`src/core/teic_pkg.sv`:
```
// Package of the transmit error-insertion and counter block.
// Assumes a single 125 MHz clock and an AXI4-Lite register bus.
package teic_pkg;
  // ---------------------------------------------------------------
  // Register indices (byte address is four times the index)
  // ---------------------------------------------------------------
  localparam logic [9:0] IDX_CTRL_LOW      = 10'h0c4;
  localparam logic [9:0] IDX_COUNT_CTRL    = 10'h0c6;
  localparam logic [9:0] IDX_RATE_CTRL     = 10'h0c7;
  localparam logic [9:0] IDX_STATUS        = 10'h0c8;
  localparam logic [9:0] IDX_STATUS_LAT    = 10'h0c9;
  localparam logic [9:0] IDX_IRQ_EN        = 10'h0ca;
  localparam logic [9:0] IDX_PKT_B0        = 10'h0cc;
  localparam logic [9:0] IDX_PKT_B1        = 10'h0cd;
  localparam logic [9:0] IDX_PKT_B2        = 10'h0ce;
  localparam logic [9:0] IDX_BYTE_B0       = 10'h0d0;
  localparam logic [9:0] IDX_BYTE_B1       = 10'h0d1;
  localparam logic [9:0] IDX_BYTE_B2       = 10'h0d2;
  localparam logic [9:0] IDX_BYTE_B3       = 10'h0d3;
  localparam logic [9:0] IDX_CNT_UPDATE    = 10'h0d6;
  // ---------------------------------------------------------------
  // Field positions and values
  // ---------------------------------------------------------------
  localparam int         POS_INITIATE      = 0;
  localparam int         POS_FINISHED      = 0;
  localparam int         POS_IRQ_EN        = 0;
  localparam int         POS_UPDATE        = 0;
  localparam int         POS_MANUAL_SEL    = 7;
  localparam logic [7:0] COUNT_CONTINUOUS  = 8'hff;
  localparam logic [2:0] RATE_EXP_MAX      = 3'h6;
  localparam logic [7:0] RST_BYTE          = 8'h00;
  localparam logic [1:0] RESP_OKAY         = 2'h0;
  localparam logic [1:0] RESP_SLVERR       = 2'h2;
  // ---------------------------------------------------------------
  // Bus carriers
  // ---------------------------------------------------------------
  typedef struct packed {
    logic        awvalid;
    logic [11:0] awaddr;
    logic        wvalid;
    logic [31:0] wdata;
    logic [3:0]  wstrb;
    logic        bready;
    logic        arvalid;
    logic [11:0] araddr;
    logic        rready;
  } teic_axil_req_t;
  typedef struct packed {
    logic        awready;
    logic        wready;
    logic        bvalid;
    logic [1:0]  bresp;
    logic        arready;
    logic        rvalid;
    logic [31:0] rdata;
    logic [1:0]  rresp;
  } teic_axil_rsp_t;
endpackage : teic_pkg

```
`src/core/teic_core.sv`:
```
// Transmit errored-packet insertion control with packet/byte counters.
// Assumes packet and byte strobes come from logic on the same clock;
// the manual error strobe is an asynchronous pin.
//
// Notes on behaviour
// - Writing initiate one starts new insertion
// - Finished set after programmed errored packets
// - Finished cleared on disable or restart
// - Latched bit set on finished rising
// - Interrupt only when enable bit set
// - 24-bit count of sent packets
// - Packet count read as three bytes
// - 32-bit count of sent bytes
// - Byte count read as four bytes
// - Stop after count; all ones continuous
// - One in x times ten to y corrupted
// - Manual strobe edge inserts one error
// - Update edge snapshots counts, restarts counters
`timescale 1ns/100ps
module teic_core
  import teic_pkg::*;
(
  input  wire logic           clk_in,
  input  wire logic           srst_in,
  input  wire teic_axil_req_t axil_req_in,
  output teic_axil_rsp_t      axil_rsp_out,
  input  wire logic           pkt_start_in,
  input  wire logic           pkt_byte_in,
  input  wire logic           manual_error_strobe_in,
  output logic                pkt_corrupt_out,
  output logic                irq_out
);
  // ---------------------------------------------------------------
  // Registers
  // ---------------------------------------------------------------
  logic [7:0]  errored_packet_count_ctrl_r;
  logic [7:0]  errored_packet_rate_ctrl_r;
  logic        insert_finished_irq_en_r;
  logic        counter_update_request_r;
  logic        insert_finished_r;
  logic        insert_finished_latched_r;
  logic        active_r;
  logic [23:0] rate_cnt_r;
  logic [7:0]  err_sent_r;
  logic        manual_pend_r;
  logic [2:0]  strobe_sync_r;
  logic        strobe_level_r;
  logic [23:0] live_pkt_r;
  logic [31:0] live_byte_r;
  logic [23:0] tx_packet_count_r;
  logic [31:0] tx_byte_count_r;
  // Bus slave state
  logic        aw_held_r;
  logic        w_held_r;
  logic [9:0]  aw_idx_r;
  logic [7:0]  w_byte_r;
  logic        w_lane_r;
  logic        bvalid_r;
  logic [1:0]  bresp_r;
  logic        rvalid_r;
  logic [31:0] rdata_r;
  logic [1:0]  rresp_r;

  // ---------------------------------------------------------------
  // Rate period x * 10^y
  // ---------------------------------------------------------------
  function automatic logic [23:0] rate_period(input logic [6:0] rate);
    logic [2:0]  y;
    logic [23:0] pw;
    y = (rate[6:4] > RATE_EXP_MAX) ? RATE_EXP_MAX : rate[6:4];
    case (y)
      3'h0:    pw = 24'h000001;
      3'h1:    pw = 24'h00000a;
      3'h2:    pw = 24'h000064;
      3'h3:    pw = 24'h0003e8;
      3'h4:    pw = 24'h002710;
      3'h5:    pw = 24'h0186a0;
      default: pw = 24'h0f4240;
    endcase
    return 24'(24'(rate[3:0]) * pw);
  endfunction : rate_period

  // ---------------------------------------------------------------
  // Register write path
  // ---------------------------------------------------------------
  logic wr_fire;
  logic wr_ok;
  logic wr_initiate;
  logic wr_lat_clear;
  logic rate_disabled;
  always_comb begin
    wr_fire      = aw_held_r && w_held_r && !bvalid_r;
    wr_ok        = wr_fire && w_lane_r;
    wr_initiate  = wr_ok && (aw_idx_r == IDX_CTRL_LOW)
                   && w_byte_r[POS_INITIATE];
    wr_lat_clear = wr_ok && (aw_idx_r == IDX_STATUS_LAT)
                   && w_byte_r[POS_FINISHED];
    rate_disabled = (errored_packet_rate_ctrl_r[3:0] == 4'h0);
  end

  always_ff @(posedge clk_in) begin
    if (srst_in) begin
      errored_packet_count_ctrl_r <= RST_BYTE;
      errored_packet_rate_ctrl_r  <= RST_BYTE;
      insert_finished_irq_en_r    <= 1'b0;
      counter_update_request_r    <= 1'b0;
    end else if (wr_ok) begin
      if (aw_idx_r == IDX_COUNT_CTRL) begin
        errored_packet_count_ctrl_r <= w_byte_r;
      end else if (aw_idx_r == IDX_RATE_CTRL) begin
        errored_packet_rate_ctrl_r <= w_byte_r;
      end else if (aw_idx_r == IDX_IRQ_EN) begin
        insert_finished_irq_en_r <= w_byte_r[POS_IRQ_EN];
      end else if (aw_idx_r == IDX_CNT_UPDATE) begin
        counter_update_request_r <= w_byte_r[POS_UPDATE];
      end
    end
  end

  // ---------------------------------------------------------------
  // Manual strobe synchroniser and edge
  // ---------------------------------------------------------------
  logic strobe_rise;
  assign strobe_rise = strobe_sync_r[1] && strobe_sync_r[2]
                       && !strobe_level_r;
  always_ff @(posedge clk_in) begin
    if (srst_in) begin
      strobe_sync_r  <= 3'h0;
      strobe_level_r <= 1'b0;
    end else begin
      strobe_sync_r <= {strobe_sync_r[1:0], manual_error_strobe_in};
      if (strobe_sync_r[1] == strobe_sync_r[2]) begin
        strobe_level_r <= strobe_sync_r[2];
      end
    end
  end

  // ---------------------------------------------------------------
  // Insertion engine
  // ---------------------------------------------------------------
  logic        auto_hit;
  logic        done_hit;
  logic [23:0] rate_next;
  always_comb begin
    rate_next = 24'(rate_cnt_r + 24'h000001);
    auto_hit  = pkt_start_in && active_r && !rate_disabled
                && (rate_next >= rate_period(
                    errored_packet_rate_ctrl_r[6:0]));
    done_hit  = active_r
                && (errored_packet_count_ctrl_r != COUNT_CONTINUOUS)
                && (err_sent_r == errored_packet_count_ctrl_r);
  end

  always_ff @(posedge clk_in) begin
    if (srst_in) begin
      active_r   <= 1'b0;
      rate_cnt_r <= 24'h000000;
      err_sent_r <= 8'h00;
    end else if (wr_initiate) begin
      active_r   <= 1'b1;
      rate_cnt_r <= 24'h000000;
      err_sent_r <= 8'h00;
    end else if (done_hit || rate_disabled) begin
      active_r <= 1'b0;
    end else if (pkt_start_in && active_r) begin
      rate_cnt_r <= auto_hit ? 24'h000000 : rate_next;
      if (auto_hit) begin
        err_sent_r <= 8'(err_sent_r + 8'h01);
      end
    end
  end

  always_ff @(posedge clk_in) begin
    if (srst_in) begin
      manual_pend_r <= 1'b0;
    end else if (strobe_rise
                 && errored_packet_rate_ctrl_r[POS_MANUAL_SEL]) begin
      manual_pend_r <= 1'b1;
    end else if (pkt_start_in) begin
      manual_pend_r <= 1'b0;
    end
  end

  always_ff @(posedge clk_in) begin
    if (srst_in) begin
      pkt_corrupt_out <= 1'b0;
    end else begin
      pkt_corrupt_out <= auto_hit
                         || (pkt_start_in && manual_pend_r);
    end
  end

  // ---------------------------------------------------------------
  // Finished status, latch and interrupt
  // ---------------------------------------------------------------
  always_ff @(posedge clk_in) begin
    if (srst_in) begin
      insert_finished_r <= 1'b0;
    end else if (done_hit && !wr_initiate) begin
      insert_finished_r <= 1'b1;
    end else if (wr_initiate || rate_disabled) begin
      insert_finished_r <= 1'b0;
    end
  end

  always_ff @(posedge clk_in) begin
    if (srst_in) begin
      insert_finished_latched_r <= 1'b0;
    end else if (done_hit && !wr_initiate && !insert_finished_r) begin
      insert_finished_latched_r <= 1'b1;
    end else if (wr_lat_clear) begin
      insert_finished_latched_r <= 1'b0;
    end
  end

  assign irq_out = insert_finished_latched_r
                   && insert_finished_irq_en_r;

  // ---------------------------------------------------------------
  // Performance counters
  // ---------------------------------------------------------------
  logic update_edge;
  logic update_prev_r;
  assign update_edge = counter_update_request_r && !update_prev_r;
  always_ff @(posedge clk_in) begin
    if (srst_in) begin
      update_prev_r     <= 1'b0;
      live_pkt_r        <= 24'h000000;
      live_byte_r       <= 32'h00000000;
      tx_packet_count_r <= 24'h000000;
      tx_byte_count_r   <= 32'h00000000;
    end else begin
      update_prev_r <= counter_update_request_r;
      if (update_edge) begin
        tx_packet_count_r <= live_pkt_r;
        tx_byte_count_r   <= live_byte_r;
        live_pkt_r        <= {23'h000000, pkt_start_in};
        live_byte_r       <= {31'h00000000, pkt_byte_in};
      end else begin
        live_pkt_r  <= 24'(live_pkt_r + {23'h000000, pkt_start_in});
        live_byte_r <= 32'(live_byte_r + {31'h00000000, pkt_byte_in});
      end
    end
  end

  // ---------------------------------------------------------------
  // AXI4-Lite slave
  // ---------------------------------------------------------------
  always_ff @(posedge clk_in) begin
    if (srst_in) begin
      aw_held_r <= 1'b0;
      w_held_r  <= 1'b0;
      aw_idx_r  <= 10'h000;
      w_byte_r  <= 8'h00;
      w_lane_r  <= 1'b0;
      bvalid_r  <= 1'b0;
      bresp_r   <= RESP_OKAY;
    end else begin
      if (axil_req_in.awvalid && !aw_held_r) begin
        aw_held_r <= 1'b1;
        aw_idx_r  <= axil_req_in.awaddr[11:2];
      end
      if (axil_req_in.wvalid && !w_held_r) begin
        w_held_r <= 1'b1;
        w_byte_r <= axil_req_in.wdata[7:0];
        w_lane_r <= axil_req_in.wstrb[0];
      end
      if (wr_fire) begin
        aw_held_r <= 1'b0;
        w_held_r  <= 1'b0;
        bvalid_r  <= 1'b1;
        if ((aw_idx_r == IDX_CTRL_LOW) || (aw_idx_r == IDX_COUNT_CTRL)
            || (aw_idx_r == IDX_RATE_CTRL) || (aw_idx_r == IDX_IRQ_EN)
            || (aw_idx_r == IDX_STATUS_LAT)
            || (aw_idx_r == IDX_CNT_UPDATE)) begin
          bresp_r <= RESP_OKAY;
        end else begin
          bresp_r <= RESP_SLVERR;
        end
      end else if (bvalid_r && axil_req_in.bready) begin
        bvalid_r <= 1'b0;
      end
    end
  end

  logic [9:0] ar_idx;
  logic [7:0] rd_byte;
  logic       rd_hit;
  always_comb begin
    ar_idx  = axil_req_in.araddr[11:2];
    rd_byte = 8'h00;
    rd_hit  = 1'b1;
    if (ar_idx == IDX_CTRL_LOW) begin
      rd_byte = 8'h00;                    // Initiate bit is write-only
    end else if (ar_idx == IDX_COUNT_CTRL) begin
      rd_byte = errored_packet_count_ctrl_r;
    end else if (ar_idx == IDX_RATE_CTRL) begin
      rd_byte = errored_packet_rate_ctrl_r;
    end else if (ar_idx == IDX_STATUS) begin
      rd_byte = {7'h00, insert_finished_r};
    end else if (ar_idx == IDX_STATUS_LAT) begin
      rd_byte = {7'h00, insert_finished_latched_r};
    end else if (ar_idx == IDX_IRQ_EN) begin
      rd_byte = {7'h00, insert_finished_irq_en_r};
    end else if (ar_idx == IDX_PKT_B0) begin
      rd_byte = tx_packet_count_r[7:0];
    end else if (ar_idx == IDX_PKT_B1) begin
      rd_byte = tx_packet_count_r[15:8];
    end else if (ar_idx == IDX_PKT_B2) begin
      rd_byte = tx_packet_count_r[23:16];
    end else if (ar_idx == IDX_BYTE_B0) begin
      rd_byte = tx_byte_count_r[7:0];
    end else if (ar_idx == IDX_BYTE_B1) begin
      rd_byte = tx_byte_count_r[15:8];
    end else if (ar_idx == IDX_BYTE_B2) begin
      rd_byte = tx_byte_count_r[23:16];
    end else if (ar_idx == IDX_BYTE_B3) begin
      rd_byte = tx_byte_count_r[31:24];
    end else if (ar_idx == IDX_CNT_UPDATE) begin
      rd_byte = {7'h00, counter_update_request_r};
    end else begin
      rd_hit = 1'b0;
    end
  end

  always_ff @(posedge clk_in) begin
    if (srst_in) begin
      rvalid_r <= 1'b0;
      rdata_r  <= 32'h00000000;
      rresp_r  <= RESP_OKAY;
    end else if (axil_req_in.arvalid && !rvalid_r) begin
      rvalid_r <= 1'b1;
      rdata_r  <= {24'h000000, rd_byte};
      rresp_r  <= rd_hit ? RESP_OKAY : RESP_SLVERR;
    end else if (rvalid_r && axil_req_in.rready) begin
      rvalid_r <= 1'b0;
    end
  end

  always_comb begin
    axil_rsp_out.awready = !aw_held_r;
    axil_rsp_out.wready  = !w_held_r;
    axil_rsp_out.bvalid  = bvalid_r;
    axil_rsp_out.bresp   = bresp_r;
    axil_rsp_out.arready = !rvalid_r;
    axil_rsp_out.rvalid  = rvalid_r;
    axil_rsp_out.rdata   = rdata_r;
    axil_rsp_out.rresp   = rresp_r;
  end
endmodule : teic_core

```
`config.mk`:
```
export PLATFORM = sky130hd
export DESIGN_NAME = teic_core
export DESIGN_NICKNAME = d
export VERILOG_FILES = /design/src/core/teic_pkg.sv /design/src/core/teic_core.sv
export SDC_FILE = /design/constraint.sdc
export NUM_CORES = 1
export LEC_CHECK = 0
export BUFFER_PORTS_ARGS = -buffer_cell sky130_fd_sc_hd__buf_2
export CAP_MARGIN = 10
export CORE_ASPECT_RATIO = 1.25
export CORE_MARGIN = 5
export CORE_UTILIZATION = 44
export DETAILED_ROUTE_END_ITERATION = 10
export SLEW_MARGIN = 25
export SYNTH_ARGS = -nofsm -noshare
export SYNTH_HDL_FRONTEND = slang
export SYNTH_SLANG_ARGS = --single-unit
```
`constraint.sdc`:
```
create_clock -name clk_in -period 7.49 [get_ports clk_in]
set_input_delay 1.498 -clock clk_in [delete_from_list [all_inputs] [get_ports clk_in]]
set_output_delay 1.498 -clock clk_in [all_outputs]
set_load 0.005 [all_outputs]
```
==> summary.md, run 1 <==
| Metric | Value |
|---|---|
| P_leak | `5.42 nW` |
| Met2 wire length | `about 15 mm` |
| Max Freq | `around 0.15 GHz` |
| Cell area after synthesis | `between 10000 and 15000 um2` |
| Area of the die | `30600 um2` |
| Main synth FF type | `dfxtp_1` |
| Resized cells post-CTS | `0` |
| Met3 Wirelength | `1.05 mm` |
| Initial antenna violation count | `1` |
| CTS tree | `built` |
| Final Setup Violations | `0` |
| Area Growth Syn to Fin | `9.95%` |
| Top-count cell post-synth | `nand2_1` |
| Power per cell area | `175 nW/um2` |
| Detail Placement HPWL | `~21 mm` |
| Number of synthesized flops with an enable pin | `0` |
| Period utilisation layout | `0.882` |
| GRT overflow | `0` |
| CP peak stage delay | `~540 ps` |
| CP max stage cell | `fa_1` |
| Layout cell share with drive strength beyond 1 | `0.0904` |
| Vias in the first global route | `approximately 9700` |
| Post-CTS setup buffer count | `0` |
| Clock Tree Buf Depth | `3` |
| Uppermost layer routed | `met5` |
| Syn Inst Count | `1458` |
| Post-Syn Area per Cell | `around 8.2 um2` |
| Largest cells by area after synthesis | `dfxtp_1 (34%), nand2_1 (7.6%), ha_1 (6.8%)` |
| Die span in x | `~160 um` |
| Bufs and invs on worst path | `3` |
| CP endpoint kind | `flip-flop` |
| Final worst path period need | `6600 ps` |
| Hold Buf Count CTS | `0` |
| WS Path Type | `flip-flop to flip-flop` |
| TritonCTS Sinks | `between 200 and 250` |
| Setup TNS | `0 ps` |
| Wire per inst | `between 15 and 20 um` |
| Post-synth top area cell | `dfxtp_1` |
| Register area | `slightly above 4000 um2` |
| Max Cap Violations | `0` |
| Syn. warnings | `0` |
| Outcome | `finished clean` |
| Final hold violations | `0` |
| Site Rows | `67` |
| Yosys reg bits | `about 200` |
| Critical Path Start Type | `flip-flop` |
| Max-slew violations | `0` |
| Diode count | `0` |
| RSZ-0062 raised after global routing | `no` |
| Largest net degree at the start of global routing | `96` |
| Drt first pass iters | `5` |
| RD Place Congestion | `around 0.85` |
| Fillcell total | `roughly 2600` |
| Starting DRT DRC Count | `around 500` |
| M1 WL | `approximately 12 mm` |
| Area share of the largest cell type after synthesis | `0.344` |
| Multi-input gate area | `between 7000 and 8000 um2` |
| Global-route wire length before repair | `49.0 mm` |
| Max FO, Critical Path | `14` |
| CTS Root Buffer Type | `clkbuf_16` |
| DIE HEIGHT | `194 um` |
| I/O pins | `~110` |
| H-tree depth | `1` |
| Initial Util | `0.445` |
| Worst slew margin | `0.327` |
| Gr usage total | `0.192` |
| Crit path top cell by count | `fa_1` |
| Synth top cells by count | `nand2_1 (243), dfxtp_1 (205), a21oi_1 (142)` |
| Final Skew | `between 30 and 40 ps` |
| Area of the core | `between 20000 and 30000 um2` |
| Clock Latency Late Sink | `around 530 ps` |
| Critical Path RT | `about 8000 ps` |
| Register area share after synthesis | `0.344` |
| Post-route ant nets | `0` |
| DR vias/cell | `5.37` |
| Delay-heaviest family, CP | `compound AO/OA/AOI/OAI gates` |
| Slew @ Worst Pin | `a little over 1000 ps` |
| Routed vias | `~10000` |
| Hold WC Path Type | `flip-flop to flip-flop` |
| Wirelength, routed | `29.0 mm` |
| Peak VDD IR | `about 0.16 mV` |
| Clock Pin Slew Worst Setup and Hold Paths | `about 60 ps` |
| Post-route core utilization | `0.489` |
| I/O Buffers | `55` |
| DRC | `0` |
| Final #Nets | `~1600` |
| CTS buffer count | `23` |
| Yosys cell types | `64` |
| Synth async-reset ratio | `0` |
| Arrival time worst endpoint | `between 7000 and 8000 ps` |
[state kept, by name, indices dropped and copies added, names as in the netlist, 3 cells and up]
register and cells:
rdata_r 8, tx_packet_count_r 24, errored_packet_count_ctrl_r 8, w_byte_r 8, rate_cnt_r 24, tx_byte_count_r 32
strobe_sync_r 3, errored_packet_rate_ctrl_r 8, err_sent_r 8, live_pkt_r 24, live_byte_r 32, aw_idx_r 10
[power breakdown]
group / leakage (nW) / switching, mW / internal (mW)
clock: 0.360 / 0.460 / 0.646
sequential: 1.66 / 0.00962 / 1.10
combinational: 3.41 / 0.0548 / 0.0269
total: 5.42 / 0.525 / 1.78
[path summary, 6_finish.rpt]
path / start / to / slack (ps) / cells past startpoint
max: errored_packet_rate_ctrl_r[5]$_SDFFE_PP0P_ / err_sent_r[7]$_SDFFE_PP0P_ / 890 / 25
max reg2reg: errored_packet_rate_ctrl_r[5]$_SDFFE_PP0P_ / err_sent_r[7]$_SDFFE_PP0P_ / 890 / 25
min reg2reg: strobe_sync_r[0]$_SDFF_PP0_ / strobe_sync_r[1]$_SDFF_PP0_ / 450 / 1
min: strobe_sync_r[0]$_SDFF_PP0_ / strobe_sync_r[1]$_SDFF_PP0_ / 450 / 1
[layer usage]
layer,track usage,vias to the layer above
met5,0,-
met3,0.0246,62
met2,0.336,161
li1,-,4961
met1,0.247,4685
met4,0.0558,2
[worst register-to-register path: stages (launching register included)]
cell and delay (ps):
dfxtp_1 400, buf_4 230, nor3_1 370, nand2_1 140, fa_1 530, fa_1 540, inv_1 70, fa_1 480
a211o_1 320, o211ai_2 110, a211oi_1 110, or3_1 340, and4_1 230, o22a_1 210, a211o_1 270, a21oi_1 180
xor2_1 270, ha_1 290, a21o_1 150, a21oi_1 180, o2111ai_1 150, a21o_1 270, nand2_1 180, buf_4 220
o311ai_0 150, o41ai_1 100
[per-stage QoR]
stage	power, mW	hold slack [ps]	cell area (um2)	cells	setup WS, ps
finish	2.30	448	13100	1839	886
global route	2.38	475	13100	1839	295
CTS	2.33	452	13100	1839	799
detailed placement	1.22	429	12400	1801	815
global placement	1.22	434	12400	1801	898
floorplan	1.20	414	12000	1483	1480
[cell type report]
cell class                 count  share of cell area
tap                          345              0.0329
sequential                   205               0.313
clock inverter                12              0.0105
clock buffer                  26              0.0455
timing repair buffer          69              0.0292
multi-input combinational   1110               0.549
inverter                      72              0.0206
[logic make-up (layout without fill, tap and decap cells)]
| kind of cell | after synthesis | after routing | synth area share |
|---|---|---|---|
| xor gates and xnor gates | 96 | 96 | 0.0704 |
| muxes | 29 | 29 | 0.0327 |
| buffers and inverters | 168 | 179 | 0.0622 |
| AOI/OAI and AO/OA | 261 | 261 | 0.131 |
| other | 1 | 26 | 0.000314 |
| and+or+nand+nor | 603 | 603 | 0.242 |
| adders and majority gates | 95 | 95 | 0.118 |
| DFF | 205 | 205 | 0.344 |
[layout by cell type (no fill, tap or decap), types with 16 or more instances in the layout]
| cell type | count |
|---|---|
| nand2_1 | 243 |
| dfxtp_1 | 205 |
| a21oi_1 | 142 |
| nor2_1 | 113 |
| inv_1 | 72 |
| ha_1 | 65 |
| nand3_1 | 59 |
| xor2_1 | 58 |
| buf_2 | 54 |
| xnor2_1 | 38 |
| o21ai_0 | 29 |
| a22oi_1 | 29 |
| fa_1 | 29 |
| and2_1 | 28 |
| conb_1 | 26 |
| and3_1 | 23 |
| nor2b_1 | 23 |
| clkbuf_16 | 23 |
| mux2i_1 | 21 |
| nand4_1 | 21 |
| or3_1 | 17 |
| a21o_1 | 16 |
Note: power is estimated with default switching activity, not from simulation.
==> run 2, diff against run 1 <==
- RECOVER_POWER: not set -> 50
==> run 2 against run 1 <==
The run now ends with capacitance limit, slew limit left. Clock skew grew 3.1 ps. Non-clock buffer count is the same. Setup slack is essentially flat. Critical endpoint is now rate_cnt_r[2]$_SDFFE_PP0P_. Largest cell class unchanged. Highest routed layer unchanged.
==> summary.md, run 2 (same netlist as run 1, synthesis figures left out) <==
| Metric | Value |
|---|---|
| Outcome | `finished with violations` |
| Violated checks | `capacitance limit, slew limit` |
| RD Place Congestion | `around 0.85` |
| Critical Path Start Type | `flip-flop` |
| Hold Buf Count CTS | `0` |
| Diode count | `0` |
| CTS Root Buffer Type | `clkbuf_16` |
| Area Growth Syn to Fin | `9.78%` |
| Worst slew margin | `-1.82` |
| I/O Buffers | `55` |
| Setup TNS | `0 ps` |
| Bufs and invs on worst path | `3` |
| Delay-heaviest family, CP | `compound AO/OA/AOI/OAI gates` |
| Starting DRT DRC Count | `a little over 500` |
| Peak VDD IR | `0.165 mV` |
| Post-Layout Cell Count | `1839` |
| Clock Tree Buf Depth | `3` |
| Largest registers | `live_byte_r x32, tx_byte_count_r x32` |
| WS Path Type | `flip-flop to flip-flop` |
| Inst Count DP | `approximately 1800` |
| Resized cells post-CTS | `0` |
| WHS Path Cells | `1` |
| Hold Slack | `approximately 450 ps` |
| Commonest non-fill, non-tap cell in the layout | `nand2_1` |
| CTS buffer count | `23` |
| Hold Path Sink | `strobe_sync_r[1]$_SDFF_PP0_` |
| Clock Latency Late Sink | `around 530 ps` |
| Largest net degree at the start of global routing | `96` |
| Most frequent cells in the layout | `nand2_1 (243), dfxtp_1 (205), a21oi_1 (142)` |
| CTS tree | `built` |
| Site Rows | `67` |
| Routed vias | `between 9000 and 10000` |
| Initial antenna violation count | `1` |
| Die span in x | `157 um` |
| Hold_sp | `strobe_sync_r[0]$_SDFF_PP0_` |
| H-tree depth | `1` |
| Period utilisation layout | `0.882` |
| Wirelength, routed | `~29 mm` |
| Slew @ Worst Pin | `4230 ps` |
| P_leak | `between 5 and 6 nW` |
| Post-CTS setup buffer count | `0` |
| Final Setup Violations | `0` |
| GRT overflow | `0` |
| Vias in the first global route | `roughly 9700` |
| Wire per inst | `around 16 um` |
| Final #Nets | `approximately 1600` |
| Gr usage total | `0.192` |
| Critical Path RT | `just under 8000 ps` |
| RSZ-0062 raised after global routing | `no` |
| CP peak stage delay | `~540 ps` |
| Area of the die | `30600 um2` |
| Post-route ant nets | `0` |
| Reg2reg start | `errored_packet_rate_ctrl_r[5]$_SDFFE_PP0P_` |
| Layout cell share with drive strength beyond 1 | `0.0863` |
| Arrival time worst endpoint | `slightly above 7000 ps` |
| TritonCTS Sinks | `205` |
| Drt first pass iters | `5` |
| Clock Pin Slew Worst Setup and Hold Paths | `about 60 ps` |
| R2r endpoint | `rate_cnt_r[2]$_SDFFE_PP0P_` |
| Max Freq | `about 0.15 GHz` |
| Max-slew violations | `about 150` |
| I/O pins | `between 100 and 150` |
| Power per cell area | `~180 nW/um2` |
| Area of the core | `around 27000 um2` |
| CP endpoint kind | `flip-flop` |
| Max FO, Critical Path | `14` |
| Max Cap Violations | `2` |
| Hold WC Path Type | `flip-flop to flip-flop` |
| CP max stage cell | `fa_1` |
| R2R cell count | `25` |
| Global-route wire length before repair | `49.0 mm` |
| Detail Placement HPWL | `approximately 21 mm` |
| Initial Util | `0.445` |
| Final hold violations | `0` |
| DR vias/cell | `between 5 and 6` |
| Final Skew | `around 34 ps` |
| Reg2reg setup slack | `just under 900 ps` |
| DRC | `0` |
| Final worst path period need | `6600 ps` |
| DIE HEIGHT | `194 um` |
## run 2: per-layer routing
metal / share of wire / global-route usage
met5: 0.00024 / 0
met1: 0.43 / 0.247
met4: 0.029 / 0.0558
met2: 0.51 / 0.336
met3: 0.033 / 0.0246
## run 2: worst max-delay path by stage
stage | start | endpoint | slack (ps) | depth (start not counted)
after floorplan | errored_packet_rate_ctrl_r[4]$_SDFFE_PP0P_ | rate_cnt_r[2]$_SDFFE_PP0P_ | 1480 | 25
after CTS | errored_packet_rate_ctrl_r[5]$_SDFFE_PP0P_ | err_sent_r[7]$_SDFFE_PP0P_ | 800 | 25
after global routing | errored_packet_rate_ctrl_r[5]$_SDFFE_PP0P_ | rate_cnt_r[2]$_SDFFE_PP0P_ | 290 | 27
after global placement | errored_packet_rate_ctrl_r[5]$_SDFFE_PP0P_ | err_sent_r[7]$_SDFFE_PP0P_ | 900 | 25
final | errored_packet_rate_ctrl_r[5]$_SDFFE_PP0P_ | rate_cnt_r[2]$_SDFFE_PP0P_ | 890 | 25
after detailed placement | errored_packet_rate_ctrl_r[5]$_SDFFE_PP0P_ | rate_cnt_r[2]$_SDFFE_PP0P_ | 810 | 25
## run 2: layout make-up
type                    instances  area [um2]
clock buffers                  26         597
well taps                     345         432
flip-flops and latches        205        4100
fillers                      2646       13700
repair buffers                 69         369
inverters                      72         270
multi-input cells            1110        7200
clock inverters                12         138
## run 2: per-stage QoR
stage           util  setup WS (ps)  cell area (um2)  power [mW]
5_1_grt        0.489            289            13100        2.38
4_1_cts        0.489            799            13100        2.33
6_report       0.489            887            13100        2.30
3_5_place_dp   0.462            815            12400        1.22
3_3_place_gp   0.462            898            12400        1.22
2_1_floorplan      -           1480            12000        1.20
## run 2: report_power, final
| group | internal, mW | switching [mW] |
|---|---|---|
| combinational | 0.0262 | 0.0547 |
| clock | 0.646 | 0.462 |
| sequential | 1.10 | 0.00964 |
| total | 1.77 | 0.526 |
==> run 3, diff against run 2 <==
--- a/config.mk
+++ b/config.mk
@@ -9,5 +9,5 @@
 export CAP_MARGIN = 10
 export CORE_ASPECT_RATIO = 1.25
-export CORE_MARGIN = 5
+export CORE_MARGIN = 2
 export CORE_UTILIZATION = 44
 export DETAILED_ROUTE_END_ITERATION = 10
==> constraint.sdc (replaced) <==
create_clock -name clk_in -period 7.49 [get_ports clk_in]
set_input_delay 0.749 -clock clk_in [delete_from_list [all_inputs] [get_ports clk_in]]
set_output_delay 0.749 -clock clk_in [all_outputs]
set_load 0.005 [all_outputs]
==> run 3 against run 2 <==
The flow still finishes with violations (capacitance limit, slew limit). Core utilization increased by 0.36 points. Final cell count increased by 0.27%. Sequential power is essentially flat. Sequential share of layout area fell by 0.13 points. Combinational power shrank 0.7%. First-iteration DRC count shrank 0.97%. Fmax down 2.9%. Via count decreased by 1.1%. Largest cell class unchanged. Count of clock-buffer cells in the layout rose by 10. Power up 2.4%. Worst hold slack got worse by 31 ps. Critical endpoint unchanged.
==> summary.md, run 3 (same netlist as run 1, synthesis figures left out) <==
| Metric | Value |
|---|---|
| Clock Latency Late Sink | `between 500 and 600 ps` |
| Final Skew | `25.1 ps` |
| Arrival time worst endpoint | `roughly 7200 ps` |
| Wirelength, routed | `around 28 mm` |
| Die span in x | `around 150 um` |
| Drt first pass iters | `5` |
| Hold Path Sink | `rvalid_r$_SDFFE_PP0P_` |
| Max-slew violations | `between 200 and 250` |
| Outcome | `finished with violations` |
| Largest registers | `live_byte_r x32, tx_byte_count_r x32` |
| Area of the core | `26700 um2` |
| I/O Buffers | `55` |
| GRT overflow | `0` |
| Wire per inst | `around 15 um` |
| Slew @ Worst Pin | `4090 ps` |
| Site Rows | `67` |
| Critical Path Start Type | `flip-flop` |
| WHS Path Cells | `2` |
| Final hold violations | `0` |
| Final worst path period need | `6800 ps` |
| Psw | `between 0.5 and 0.6 mW` |
| Violated checks | `capacitance limit, slew limit` |
| Peak VDD IR | `approximately 0.17 mV` |
| RSZ-0062 raised after global routing | `no` |
| Reg2reg setup slack | `slightly below 700 ps` |
| Most frequent cells in the layout | `nand2_1 (243), dfxtp_1 (205), a21oi_1 (142)` |
| Area of the die | `approximately 28000 um2` |
| DIE HEIGHT | `around 190 um` |
| Routed vias | `9738` |
| Final Setup Violations | `0` |
| CP endpoint kind | `flip-flop` |
| Reg2reg start | `errored_packet_rate_ctrl_r[6]$_SDFFE_PP0P_` |
| Starting DRT DRC Count | `around 500` |
| Largest net degree at the start of global routing | `92` |
| RD Place Congestion | `between 0.8 and 0.9` |
| Hold Slack | `417 ps` |
| Max Cap Violations | `3` |
| Post-CTS setup buffer count | `0` |
| TritonCTS Sinks | `approximately 200` |
| Period utilisation layout | `0.908` |
| Combinational Power Share | `0.034` |
| Hold WC Path Type | `input pin to flip-flop` |
| WS Path Type | `flip-flop to flip-flop` |
| Layout cell share with drive strength beyond 1 | `0.0848` |
| Initial Util | `0.447` |
| Worst slew margin | `-1.72` |
| Final #Nets | `about 1600` |
| R2r endpoint | `rate_cnt_r[2]$_SDFFE_PP0P_` |
| H-tree depth | `1` |
| Post-route ant nets | `0` |
| CTS tree | `built` |
| Sequential share of power | `0.472` |
| Critical Path RT | `between 7000 and 8000 ps` |
| Global-route wire length before repair | `46.4 mm` |
| Power share of the clock group | `0.494` |
| Internal | `between 1.5 and 2 mW` |
| Hold Buf Count CTS | `0` |
| Area Growth Syn to Fin | `10.2%` |
| Max Freq | `~0.15 GHz` |
| Max FO, Critical Path | `12` |
| Hold_sp | `axil_req_in[0]` |
| Clock Tree Buf Depth | `3` |
| DRC | `0` |
| R2R cell count | `27` |
| CTS buffer count | `23` |
| Post-route core utilization | `0.492` |
| I/O pins | `~110` |
| Resized cells post-CTS | `0` |
| Sw Share | `0.217` |
| Power per cell area | `about 180 nW/um2` |
| Setup TNS | `0 ps` |
| Clock Pin Slew Worst Setup and Hold Paths | `around 60 ps` |
| P_leak | `5.43 nW` |
| Detail Placement HPWL | `~21 mm` |
| Initial antenna violation count | `3` |
| DR vias/cell | `5.28` |
| CTS Root Buffer Type | `clkbuf_16` |
| Vias in the first global route | `around 9400` |
| Gr usage total | `0.199` |
| Commonest non-fill, non-tap cell in the layout | `nand2_1` |
[run 3: cell count changes in the layout (fill, tap and decap cells not counted), sizes merged]
cell	previous run	this run
clkbuf	31	41
clkinvlp	2	0
inv	75	73
clkinv	5	2
diode	0	2
[run 3: worst max path at each step]
stage	startpoint	to	depth (start not counted)
2_1_floorplan	errored_packet_rate_ctrl_r[4]$_SDFFE_PP0P_	rate_cnt_r[2]$_SDFFE_PP0P_	25
3_3_place_gp	errored_packet_rate_ctrl_r[6]$_SDFFE_PP0P_	rate_cnt_r[2]$_SDFFE_PP0P_	27
3_5_place_dp	errored_packet_rate_ctrl_r[6]$_SDFFE_PP0P_	rate_cnt_r[2]$_SDFFE_PP0P_	27
4_1_cts	errored_packet_rate_ctrl_r[6]$_SDFFE_PP0P_	rate_cnt_r[2]$_SDFFE_PP0P_	27
5_1_grt	errored_packet_rate_ctrl_r[6]$_SDFFE_PP0P_	rate_cnt_r[22]$_SDFFE_PP0P_	27
6_report	errored_packet_rate_ctrl_r[6]$_SDFFE_PP0P_	rate_cnt_r[2]$_SDFFE_PP0P_	27
[run 3: worst max-delay path, cell delays in order (launching register included)]
cell and delay, ps:
dfxtp_1 570, nor2b_1 470, inv_1 100, mux2i_1 260
and2_1 190, fa_1 400, inv_1 90, fa_1 410
inv_1 70, ha_1 270, a21oi_1 250, a21oi_1 140
a2111oi_2 410, nor4b_1 120, o21ai_1 180, a21oi_1 100
or3b_1 410, xnor2_1 280, ha_1 310, a21o_1 180
a21o_1 160, a21oi_1 180, o2111ai_1 160, a21o_1 260
nand2_1 240, buf_4 230, nand4b_1 110, a21oi_1 180
[run 3: power by group through the flow]
stage | Sequential, mW | Combinational (mW) | Clock (mW)
after floorplan | 1.13 | 0.0628 | 0
after CTS | 1.11 | 0.0816 | 1.19
after detailed placement | 1.14 | 0.0815 | 0
after global placement | 1.14 | 0.0799 | 0
after global routing | 1.11 | 0.0903 | 1.24
final | 1.11 | 0.0803 | 1.16
[run 3: cell type report]
type | count | area (um2)
fillers | 2654 | 13600
multi-input cells | 1110 | 7190
flip-flops and latches | 205 | 4100
clock buffers | 36 | 704
well taps | 345 | 432
repair buffers | 69 | 369
inverters | 72 | 270
clock inverters | 5 | 90.1
diodes | 2 | 5.00
[run 3: metal layers]
metal  GRT usage  part of all wire
met1       0.247              0.43
met2       0.359              0.51
met3      0.0274             0.036
met4      0.0492             0.022
met5           0           0.00025
[run 3: stage by stage]
step                      setup WS, ps  cell area [um2]  power [mW]  std cells
after floorplan                   1480            12000        1.20       1483
after global placement             766            12400        1.22       1801
after detailed placement           739            12400        1.22       1801
after CTS                          738            13200        2.38       1842
after global routing               134            13200        2.44       1844
final                              686            13200        2.36       1844
